[src/rtl/mal_pkg.sv]
package mal_pkg;

	// ---------------------------------------------------------------
	// Register map (byte addresses, one word each)
	// ---------------------------------------------------------------
	localparam logic [7:0] ADR_ACC    = 8'h00;
	localparam logic [7:0] ADR_FLAGS  = 8'h04;
	localparam logic [7:0] ADR_MULOP  = 8'h08;
	localparam logic [7:0] ADR_MULRH  = 8'h0C;
	localparam logic [7:0] ADR_STATUS = 8'h10;

	// ---------------------------------------------------------------
	// Field positions and reset values
	// ---------------------------------------------------------------
	localparam int FLG_ZERO  = 0;
	localparam int FLG_CARRY = 1;
	localparam int FLG_HALF  = 2;
	localparam int FLG_OVF   = 3;
	localparam int FLG_W     = 4;
	localparam int STS_BUSY  = 0;
	localparam int STS_OP_LO = 8;
	localparam int NIB_W     = 4;

	localparam logic [7:0]  RST_BYTE  = 8'h00;
	localparam logic [3:0]  RST_FLAGS = 4'h0;
	localparam logic [31:0] WORD_ZERO = 32'h0000_0000;
	localparam logic [7:0]  BYTE_ONE  = 8'h01;

	// ---------------------------------------------------------------
	// Operations and sequencer states
	// ---------------------------------------------------------------
	typedef enum logic [4:0] {
		OP_ADD, OP_ADDC, OP_ADDC1, OP_NADD, OP_SUB, OP_SUBC,
		OP_SUBC1, OP_INC, OP_DEC, OP_CLR, OP_MUL, OP_SR, OP_SRC,
		OP_SL, OP_SLC, OP_SWAP, OP_AND, OP_OR, OP_XOR, OP_XORIO,
		OP_NOT, OP_NEG, OP_CMP
	} mal_op_t;

	typedef enum logic [1:0] {
		ST_IDLE, ST_EXEC, ST_WRITE
	} mal_state_t;

endpackage : mal_pkg

[src/rtl/mal_alu.sv]
// The implementer's own choices: the Wishbone interface to the registers and the placing of the registers.
`timescale 1ns/1ps
module mal_alu #(
	parameter int ADDR_W = 7
) (
	input  wire logic              clk_i,
	input  wire logic              rst_i,
	// Wishbone classic slave
	input  wire logic [7:0]        wb_adr_i,
	input  wire logic [31:0]       wb_dat_i,
	output logic      [31:0]       wb_dat_o,
	input  wire logic              wb_we_i,
	input  wire logic [3:0]        wb_sel_i,
	input  wire logic              wb_stb_i,
	input  wire logic              wb_cyc_i,
	output logic                   wb_ack_o,
	// Instruction request from the sequencer
	input  wire logic              exec_valid_i,
	input  wire logic [4:0]        exec_op_i,
	input  wire logic              exec_dst_mem_i,
	input  wire logic              exec_src_imm_i,
	input  wire logic [ADDR_W-1:0] exec_addr_i,
	input  wire logic [7:0]        exec_imm_i,
	output logic                   exec_ready_o,
	output logic                   exec_done_o,
	// Data memory port
	output logic      [ADDR_W-1:0] mem_addr_o,
	input  wire logic [7:0]        mem_rdata_i,
	output logic                   mem_we_o,
	output logic      [7:0]        mem_wdata_o,
	// IO register port
	input  wire logic [7:0]        io_rdata_i,
	output logic                   io_we_o,
	output logic      [7:0]        io_wdata_o
);

	// ---------------------------------------------------------------
	// Elaboration checks
	// ---------------------------------------------------------------
	if (ADDR_W < 1 || ADDR_W > 8) begin : g_bad_addr_w
		$error("mal_alu: ADDR_W must be 1 to 8");
	end

	// ---------------------------------------------------------------
	// Adder helper
	// ---------------------------------------------------------------
	// Returns {ovf, half, carry, result}; sub turns carries to borrows
	function automatic logic [10:0] mal_arith(
		input logic [7:0] a,
		input logic [7:0] b,
		input logic       cin,
		input logic       sub
	);
		logic [7:0] bb;
		logic       ci;
		logic [4:0] lo;
		logic [8:0] full;
		logic       ov;
		bb   = sub ? ~b : b;
		ci   = sub ? ~cin : cin;
		lo   = {1'b0, a[3:0]} + {1'b0, bb[3:0]} + {4'h0, ci};
		full = {1'b0, a} + {1'b0, bb} + {8'h00, ci};
		// Signed range exceeded when like signs give unlike result
		ov   = (a[7] == bb[7]) && (full[7] != a[7]);
		// Borrow is the inverted carry on subtraction
		mal_arith = {ov, lo[mal_pkg::NIB_W] ^ sub,
			full[8] ^ sub, full[7:0]};
	endfunction : mal_arith

	// ---------------------------------------------------------------
	// State
	// ---------------------------------------------------------------
	mal_pkg::mal_state_t        state_q;
	mal_pkg::mal_state_t        state_d;
	mal_pkg::mal_op_t           op_q;
	logic                       dst_mem_q;
	logic                       src_imm_q;
	logic [ADDR_W-1:0]          addr_q;
	logic [7:0]                 imm_q;
	logic [7:0]                 acc_q;
	logic [7:0]                 mulop_q;
	logic [7:0]                 mulrh_q;
	logic [mal_pkg::FLG_W-1:0]  flags_q;
	logic [7:0]                 wdata_q;
	logic                       io_pend_q;
	logic                       done_q;
	logic                       ack_q;
	logic [31:0]                rdat_q;

	// ---------------------------------------------------------------
	// Operand selection
	// ---------------------------------------------------------------
	// Destination is the operand that receives the result
	wire        take     = exec_valid_i && (state_q == mal_pkg::ST_IDLE);
	wire        exec_now = (state_q == mal_pkg::ST_EXEC);
	wire [7:0]  dst_val  = dst_mem_q ? mem_rdata_i : acc_q;
	wire [7:0]  oth_val  = dst_mem_q ? acc_q : mem_rdata_i;
	wire [7:0]  src_val  = src_imm_q ? imm_q : oth_val;
	wire        c_in     = flags_q[mal_pkg::FLG_CARRY];
	wire [15:0] product  = {8'h00, acc_q} * {8'h00, mulop_q};

	// ---------------------------------------------------------------
	// Result and flag computation
	// ---------------------------------------------------------------
	logic [7:0]  res;
	logic [10:0] ar;
	logic        use_ar;
	logic        wr_dst;
	logic        wr_io;
	logic        wr_mul;
	logic        upd_z;
	logic        upd_c;
	logic        upd_hv;
	logic        new_c;

	// One decoder for every operation; arithmetic except NEG and MUL funnels to mal_arith
	always_comb begin
		res    = dst_val;
		ar     = mal_arith(dst_val, src_val, 1'b0, 1'b0);
		use_ar = 1'b0;
		wr_dst = 1'b1;
		wr_io  = 1'b0;
		wr_mul = 1'b0;
		upd_z  = 1'b0;
		upd_c  = 1'b0;
		upd_hv = 1'b0;
		new_c  = c_in;
		case (op_q)
			mal_pkg::OP_ADD: begin
				use_ar = 1'b1;
			end
			mal_pkg::OP_ADDC: begin
				ar     = mal_arith(dst_val, src_val, c_in, 1'b0);
				use_ar = 1'b1;
			end
			mal_pkg::OP_ADDC1: begin
				ar     = mal_arith(dst_val, mal_pkg::RST_BYTE, c_in,
					1'b0);
				use_ar = 1'b1;
			end
			mal_pkg::OP_NADD: begin
				// Negated destination plus other: s + ~d + 1
				ar     = mal_arith(src_val, ~dst_val, 1'b1, 1'b0);
				use_ar = 1'b1;
			end
			mal_pkg::OP_SUB: begin
				ar     = mal_arith(dst_val, src_val, 1'b0, 1'b1);
				use_ar = 1'b1;
			end
			mal_pkg::OP_SUBC: begin
				ar     = mal_arith(dst_val, src_val, c_in, 1'b1);
				use_ar = 1'b1;
			end
			mal_pkg::OP_SUBC1: begin
				ar     = mal_arith(dst_val, mal_pkg::RST_BYTE, c_in,
					1'b1);
				use_ar = 1'b1;
			end
			mal_pkg::OP_INC: begin
				ar     = mal_arith(dst_val, mal_pkg::BYTE_ONE, 1'b0,
					1'b0);
				use_ar = 1'b1;
			end
			mal_pkg::OP_DEC: begin
				ar     = mal_arith(dst_val, mal_pkg::BYTE_ONE, 1'b0,
					1'b1);
				use_ar = 1'b1;
			end
			mal_pkg::OP_CLR: begin
				res = mal_pkg::RST_BYTE;
			end
			mal_pkg::OP_MUL: begin
				wr_dst = 1'b0;
				wr_mul = 1'b1;
			end
			mal_pkg::OP_SR: begin
				res   = {1'b0, dst_val[7:1]};
				upd_c = 1'b1;
				new_c = dst_val[0];
			end
			mal_pkg::OP_SRC: begin
				res   = {c_in, dst_val[7:1]};
				upd_c = 1'b1;
				new_c = dst_val[0];
			end
			mal_pkg::OP_SL: begin
				res   = {dst_val[6:0], 1'b0};
				upd_c = 1'b1;
				new_c = dst_val[7];
			end
			mal_pkg::OP_SLC: begin
				res   = {dst_val[6:0], c_in};
				upd_c = 1'b1;
				new_c = dst_val[7];
			end
			mal_pkg::OP_SWAP: begin
				res = {dst_val[3:0], dst_val[7:4]};
			end
			mal_pkg::OP_AND: begin
				res   = dst_val & src_val;
				upd_z = 1'b1;
			end
			mal_pkg::OP_OR: begin
				res   = dst_val | src_val;
				upd_z = 1'b1;
			end
			mal_pkg::OP_XOR: begin
				res   = dst_val ^ src_val;
				upd_z = 1'b1;
			end
			mal_pkg::OP_XORIO: begin
				res    = acc_q ^ io_rdata_i;
				wr_dst = 1'b0;
				wr_io  = 1'b1;
			end
			mal_pkg::OP_NOT: begin
				res   = ~dst_val;
				upd_z = 1'b1;
			end
			mal_pkg::OP_NEG: begin
				res   = ~dst_val + mal_pkg::BYTE_ONE;
				upd_z = 1'b1;
			end
			mal_pkg::OP_CMP: begin
				ar     = mal_arith(dst_val, src_val, 1'b0, 1'b1);
				use_ar = 1'b1;
				wr_dst = 1'b0;
			end
			default: begin
				wr_dst = 1'b0;
			end
		endcase
		if (use_ar) begin
			res    = ar[7:0];
			upd_z  = 1'b1;
			upd_c  = 1'b1;
			upd_hv = 1'b1;
			new_c  = ar[8];
		end
	end

	// Zero flag follows the result of any op that updates it
	wire z_new = (res == mal_pkg::RST_BYTE);

	// Memory write-back needs a second cycle on the same address
	wire to_mem = wr_dst && dst_mem_q;

	// ---------------------------------------------------------------
	// Sequencer
	// ---------------------------------------------------------------
	// Address stays in addr_q from read to write-back, nothing between
	always_comb begin
		state_d = state_q;
		case (state_q)
			mal_pkg::ST_IDLE: begin
				if (take) begin
					state_d = mal_pkg::ST_EXEC;
				end
			end
			mal_pkg::ST_EXEC: begin
				state_d = to_mem ? mal_pkg::ST_WRITE
					: mal_pkg::ST_IDLE;
			end
			mal_pkg::ST_WRITE: begin
				state_d = mal_pkg::ST_IDLE;
			end
			default: begin
				state_d = mal_pkg::ST_IDLE;
			end
		endcase
	end

	// State register and request latch
	always_ff @(posedge clk_i) begin
		if (rst_i) begin
			state_q   <= mal_pkg::ST_IDLE;
			op_q      <= mal_pkg::OP_CLR;
			dst_mem_q <= 1'b0;
			src_imm_q <= 1'b0;
			addr_q    <= '0;
			imm_q     <= mal_pkg::RST_BYTE;
		end else begin
			state_q <= state_d;
			if (take) begin
				op_q      <= mal_pkg::mal_op_t'(exec_op_i);
				dst_mem_q <= exec_dst_mem_i;
				src_imm_q <= exec_src_imm_i;
				addr_q    <= exec_addr_i;
				imm_q     <= exec_imm_i;
			end
		end
	end

	// Write-back data, IO strobe and completion pulse
	always_ff @(posedge clk_i) begin
		if (rst_i) begin
			wdata_q   <= mal_pkg::RST_BYTE;
			io_pend_q <= 1'b0;
			done_q    <= 1'b0;
		end else begin
			io_pend_q <= exec_now && wr_io;
			done_q    <= exec_now && !to_mem
				|| (state_q == mal_pkg::ST_WRITE);
			if (exec_now) begin
				wdata_q <= res;
			end
		end
	end

	// ---------------------------------------------------------------
	// Wishbone slave
	// ---------------------------------------------------------------
	// Answer one cycle after the strobe; unmapped reads return zero
	wire wb_req  = wb_cyc_i && wb_stb_i && !ack_q;
	wire wb_wr   = wb_req && wb_we_i && wb_sel_i[0];
	wire wr_acc  = wb_wr && (wb_adr_i == mal_pkg::ADR_ACC);
	wire wr_flg  = wb_wr && (wb_adr_i == mal_pkg::ADR_FLAGS);
	wire wr_mop  = wb_wr && (wb_adr_i == mal_pkg::ADR_MULOP);
	wire ex_acc  = exec_now && (wr_mul || (wr_dst && !dst_mem_q));
	wire ex_flag = exec_now && (upd_z || upd_c || upd_hv);

	logic [31:0] rd_mux;

	// Read selection, narrow registers sit in the low byte except STATUS, whose op field sits in bits 8 to 12
	always_comb begin
		rd_mux = mal_pkg::WORD_ZERO;
		case (wb_adr_i)
			mal_pkg::ADR_ACC:    rd_mux[7:0] = acc_q;
			mal_pkg::ADR_FLAGS:  rd_mux[mal_pkg::FLG_W-1:0] = flags_q;
			mal_pkg::ADR_MULOP:  rd_mux[7:0] = mulop_q;
			mal_pkg::ADR_MULRH:  rd_mux[7:0] = mulrh_q;
			mal_pkg::ADR_STATUS: begin
				rd_mux[mal_pkg::STS_BUSY] = (state_q != mal_pkg::ST_IDLE);
				rd_mux[mal_pkg::STS_OP_LO +: 5] = op_q;
			end
			default: rd_mux = mal_pkg::WORD_ZERO;
		endcase
	end

	// Bus handshake
	always_ff @(posedge clk_i) begin
		if (rst_i) begin
			ack_q  <= 1'b0;
			rdat_q <= mal_pkg::WORD_ZERO;
		end else begin
			ack_q <= wb_req;
			if (wb_req) begin
				rdat_q <= rd_mux;
			end
		end
	end

	// ---------------------------------------------------------------
	// Architectural registers
	// ---------------------------------------------------------------
	// Execution wins over a software write in the same cycle,
	// so no hardware result is ever lost
	always_ff @(posedge clk_i) begin
		if (rst_i) begin
			acc_q   <= mal_pkg::RST_BYTE;
			mulop_q <= mal_pkg::RST_BYTE;
			mulrh_q <= mal_pkg::RST_BYTE;
		end else begin
			if (ex_acc) begin
				acc_q <= wr_mul ? product[7:0] : res;
			end else if (wr_acc) begin
				acc_q <= wb_dat_i[7:0];
			end
			if (exec_now && wr_mul) begin
				mulrh_q <= product[15:8];
			end
			if (wr_mop) begin
				mulop_q <= wb_dat_i[7:0];
			end
		end
	end

	// Flags update per field; untouched fields keep their value
	always_ff @(posedge clk_i) begin
		if (rst_i) begin
			flags_q <= mal_pkg::RST_FLAGS;
		end else if (ex_flag) begin
			if (upd_z) begin
				flags_q[mal_pkg::FLG_ZERO] <= z_new;
			end
			if (upd_c) begin
				flags_q[mal_pkg::FLG_CARRY] <= new_c;
			end
			if (upd_hv) begin
				flags_q[mal_pkg::FLG_HALF] <= ar[9];
				flags_q[mal_pkg::FLG_OVF]  <= ar[10];
			end
		end else if (wr_flg) begin
			flags_q <= wb_dat_i[mal_pkg::FLG_W-1:0];
		end
	end

	// ---------------------------------------------------------------
	// Outputs
	// ---------------------------------------------------------------
	assign wb_ack_o     = ack_q;
	assign wb_dat_o     = rdat_q;
	assign exec_ready_o = (state_q == mal_pkg::ST_IDLE);
	assign exec_done_o  = done_q;
	assign mem_addr_o   = addr_q;
	assign mem_we_o     = (state_q == mal_pkg::ST_WRITE);
	assign mem_wdata_o  = wdata_q;
	assign io_we_o      = io_pend_q;
	assign io_wdata_o   = wdata_q;

endmodule : mal_alu

[config.mk]
export PLATFORM = sky130hd
export DESIGN_NAME = mal_alu
export DESIGN_NICKNAME = d
export VERILOG_FILES = /design/src/rtl/mal_pkg.sv /design/src/rtl/mal_alu.sv
export SDC_FILE = /design/constraint.sdc
export NUM_CORES = 1
export LEC_CHECK = 0
export BUFFER_PORTS_ARGS = -buffer_cell sky130_fd_sc_hd__buf_2
export CORE_MARGIN = 3
export CORE_UTILIZATION = 54
export DETAILED_ROUTE_END_ITERATION = 16
export MAX_ROUTING_LAYER = met4
export PLACE_DENSITY = 0.85
export SLEW_MARGIN = 5
export SYNTH_ARGS = -nofsm -noshare
export SYNTH_HDL_FRONTEND = slang
export SYNTH_SLANG_ARGS = --single-unit
[constraint.sdc]
create_clock -name clk_i -period 6.1 [get_ports clk_i]
set_input_delay 0 -clock clk_i [delete_from_list [all_inputs] [get_ports clk_i]]
set_output_delay 0 -clock clk_i [all_outputs]
set_load 0.1 [all_outputs]
==> results by group <==
Outcome
  • Run status: completed

Critical path
  • Worst Setup End Kind: flip-flop
  • CP most frequent cell: fa_1
  • Slowest library cell on the worst path: dfxtp_1
  • CP delay by family, top: adder cells
  • Critical path, cell by cell: nand2_1 -> fa_1 -> fa_1 -> inv_1 -> fa_1 -> inv_1 -> fa_1 -> inv_1 -> ha_1 -> a21boi_0 -> o21ai_0 -> a21oi_1 -> or2_2 -> a311oi_1 -> nor3_1 -> o31a_1
  • Crit-path max cell delay: 0.93 ns
  • Startpoint Class: flip-flop
  • Critical Path AT: 5.61 ns
  • Setup CP Type: reg -> reg
  • CP Data Required Time: 6.34 ns
  • Bufs and invs on worst path: 3
  • Crit path max fanout: 17

Clock network
  • Clock sinks: 76
  • CTS Hold Bufs: 32
  • Root buffer cell: clkbuf_16
  • CTS resizes: 0
  • Reg clk slew, reported paths: about 0.070 ns
  • CTS Buffer Depth: 2
  • CTS tree: yes
  • Postcts setup bufs: 0
  • H-tree depth: 3
  • CTS buffer count: 9
  • Clk_lat worst skew: 0.36 ns

Detailed routing
  • Remaining antenna violation count: 0
  • Vias/cell: approximately 6.6
  • Residual DRC count: 0
  • DR vias: 10700
  • Wirelength per Cell: between 20 and 25 um
  • Starting DRT DRC Count: approximately 1400
  • Initial DRT Pass Iterations: 5
  • Routed Wire Length: between 30000 and 40000 um

STA
  • Setup WS post-layout: 0.732 ns
  • RSZ-0062 raised after global routing: false
  • Final period utilization: 88.0%
  • Post-route minimum period: approximately 5.4 ns
  • Final Hold Fails: 0
  • Final setup TNS: 0 ns
  • Worst slew margin: 35.3%
  • Fmax: 186 MHz
  • Fin. max-slew vios: 0
  • Worst clock skew: around 0.015 ns
  • Worst slew pin tran: 0.968 ns
  • Endpoints failing setup: 0

Floorplanning
  • Core footprint: roughly 18000 um^2
  • Initial core utilization: 56.2%
  • DIE WIDTH: 142 um
  • Die area: approximately 20000 um^2
  • Die Y: roughly 140 um
  • IO Count: 148
  • Row count: 48

Synth
  • Largest cells by area after synthesis: dfxtp_1 15%, ha_1 9.8%, fa_1 7.7%
  • Area leader, netlist: dfxtp_1
  • Syn Std Cell Area: 9920 um^2
  • Post-synth EDFFs: 0
  • Post-Syn Instances: 1301
  • Average size of a mapped cell: 7.63 um^2
  • Ys Warns: 0
  • Synth Register Bits: 76
  • Seq/Total Area, Yosys: 15.3%
  • Post-synth ARST share: 0%
  • Most used DFF post-synth: dfxtp_1
  • Synth cell types: 98
  • Post-synth top area share: between 10% and 20%

Layout
  • Area of the multi-input gates: 7540 um^2
  • N_diodes: 0
  • Finished Core Util: 62.6%
  • Most frequent cells in the layout: 158 x nand2_1, 101 x buf_2, 100 x nor2_1, 98 x a21oi_1, 92 x inv_1
  • Layout Nets: 1587
  • Area Overhead vs Synth: 11.4%
  • Commonest non-fill, non-tap cell in the layout: nand2_1
  • Layout cell share with drive strength beyond 1: 13.3%
  • Sequential cell area: 1520 um^2
  • FILL cells: ~1600
  • Post-route cell area: 11100 um^2

Power and ir drop
  • Switch share: 44.8%
  • Sw power: 984 uW
  • Internal Pwr Total: 1.21 mW
  • Logic pwr share: 46.8%
  • Power density cells: about 200 nW/um^2
  • VDD IR-drop max: between 0.1 and 0.15 mV
  • Clock power share: 28.2%
  • Sequential Power Share: 25.0%
  • Static leakage: 4.87 nW

Min path
  • Worst Hold Class: in -> reg

Global route
  • Remaining Overflow, GRT: 0
  • Vias in the first global route: between 10000 and 15000
  • Total track usage: 36.6%
  • First-pass GRT wire length: around 56000 um
  • Antenna violations before repair: 0
  • Largest net degree at the start of global routing: 81

Place
  • IO buf count: 101
  • GPL Wtd Cong: 1.06
  • DP Area: about 10000 um^2
  • Hpwl dp: between 20000 and 30000 um
  • Place WS: around 0.90 ns

Run
  • Max_cap viols: 0
==> routing by layer <==
| metal | routed length (um) | global-route usage, % | vias to the layer above |
|---|---|---|---|
| li1 | - | - | 4756 |
| met1 | 14300 | 48.1 | 5111 |
| met2 | 16400 | 54.7 | 698 |
| met3 | 4120 | 8.70 | 121 |
| met4 | 1570 | 14.2 | 0 |
| met5 | 0 | - | - |
==> power groups by stage <==
stage | clock network [mW] | logic [mW] | registers, mW
global route | 0.637 | 1.09 | 0.551
detailed placement | 0 | 0.970 | 0.557
finish | 0.618 | 1.03 | 0.548
floorplan | 0 | 0.687 | 0.595
global placement | 0 | 0.963 | 0.556
CTS | 0.612 | 0.990 | 0.546
==> worst min-delay path, cell delays in order <==
cell and delay (ns):
buf_2 0.10, nor3_1 0.09, nand3_1 0.08, a21oi_1 0.06
==> synth_stat cells (6+ instances only) <==
cell type,instances
or3_1,11
xnor2_1,20
fa_1,38
inv_1,92
a31oi_1,6
clkbuf_1,50
nand3_1,28
buf_4,34
nand2_1,158
o31ai_1,10
a21o_1,7
a221o_1,6
nor2b_1,14
o21ai_0,38
xor2_1,19
a21oi_1,98
buf_2,12
nand3b_1,10
nor3_1,40
nor2_1,100
o22ai_1,10
mux2_2,7
a211oi_1,20
dfxtp_1,76
o2111ai_1,6
ha_1,78
and3_1,11
nand4b_1,6
mux2i_1,29
nor3b_1,8
and2_1,39
o211ai_1,7
a211o_1,9
a22oi_1,18
o221ai_1,7
a221oi_1,15
nand2b_1,13
o21a_1,21
==> stage by stage <==
step | cells | hold WS, ns | power [mW]
final | 1613 | 0.0197 | 2.19
after global routing | 1613 | 0.0470 | 2.28
after CTS | 1613 | 0.00246 | 2.15
after detailed placement | 1565 | 0.226 | 1.53
after global placement | 1565 | 0.219 | 1.52
after floorplan | 1319 | 0.124 | 1.28
==> flip-flops by register name (all words and copies together), names as in the netlist <==
| register | count |
|---|---|
| flags_q | 4 |
| io_we_o | 1 |
| io_wdata_o | 8 |
| src_imm_q | 1 |
| mem_addr_o | 7 |
| wb_dat_o | 13 |
| state_q | 2 |
| mulop_q | 8 |
| exec_done_o | 1 |
| mulrh_q | 8 |
| dst_mem_q | 1 |
| imm_q | 8 |
| acc_q | 8 |
| op_q | 5 |
| wb_ack_o | 1 |
==> path summary, 6_finish.rpt <==
kind	to	start	slack, ns	cells past startpoint
setup / recovery	mulrh_q[7]	acc_q[4]	0.73	16
hold / removal	wb_dat_o[3]	wb_adr_i[1]	0.02	4
setup reg to reg	mulrh_q[7]	acc_q[4]	0.73	16
hold reg to reg	wb_dat_o[1]	wb_dat_o[1]	0.46	2
==> kinds of logic (layout without fill, tap and decap cells) <==
family | count (synthesis) | count (layout) | synth area share, %
AND/OR/NAND/NOR | 479 | 479 | 24.0
flip-flops | 76 | 76 | 15.3
multiplexers | 44 | 44 | 5.27
other | 1 | 19 | 0.0378
adder cells (fa/ha/maj) | 116 | 116 | 17.5
XOR/XNOR | 44 | 44 | 4.45
buffers and inverters | 200 | 269 | 9.34
AO/OA/AOI/OAI | 341 | 341 | 24.1
==> final cells by class <==
type | count | area share, %
clock inverter | 6 | 0.849
clock buffer | 10 | 2.16
sequential | 76 | 13.8
tap | 225 | 2.55
inverter | 94 | 3.19
timing repair buffer | 159 | 9.24
multi-input combinational | 1043 | 68.2
No activity file was read; power rests on OpenSTA's default activity.
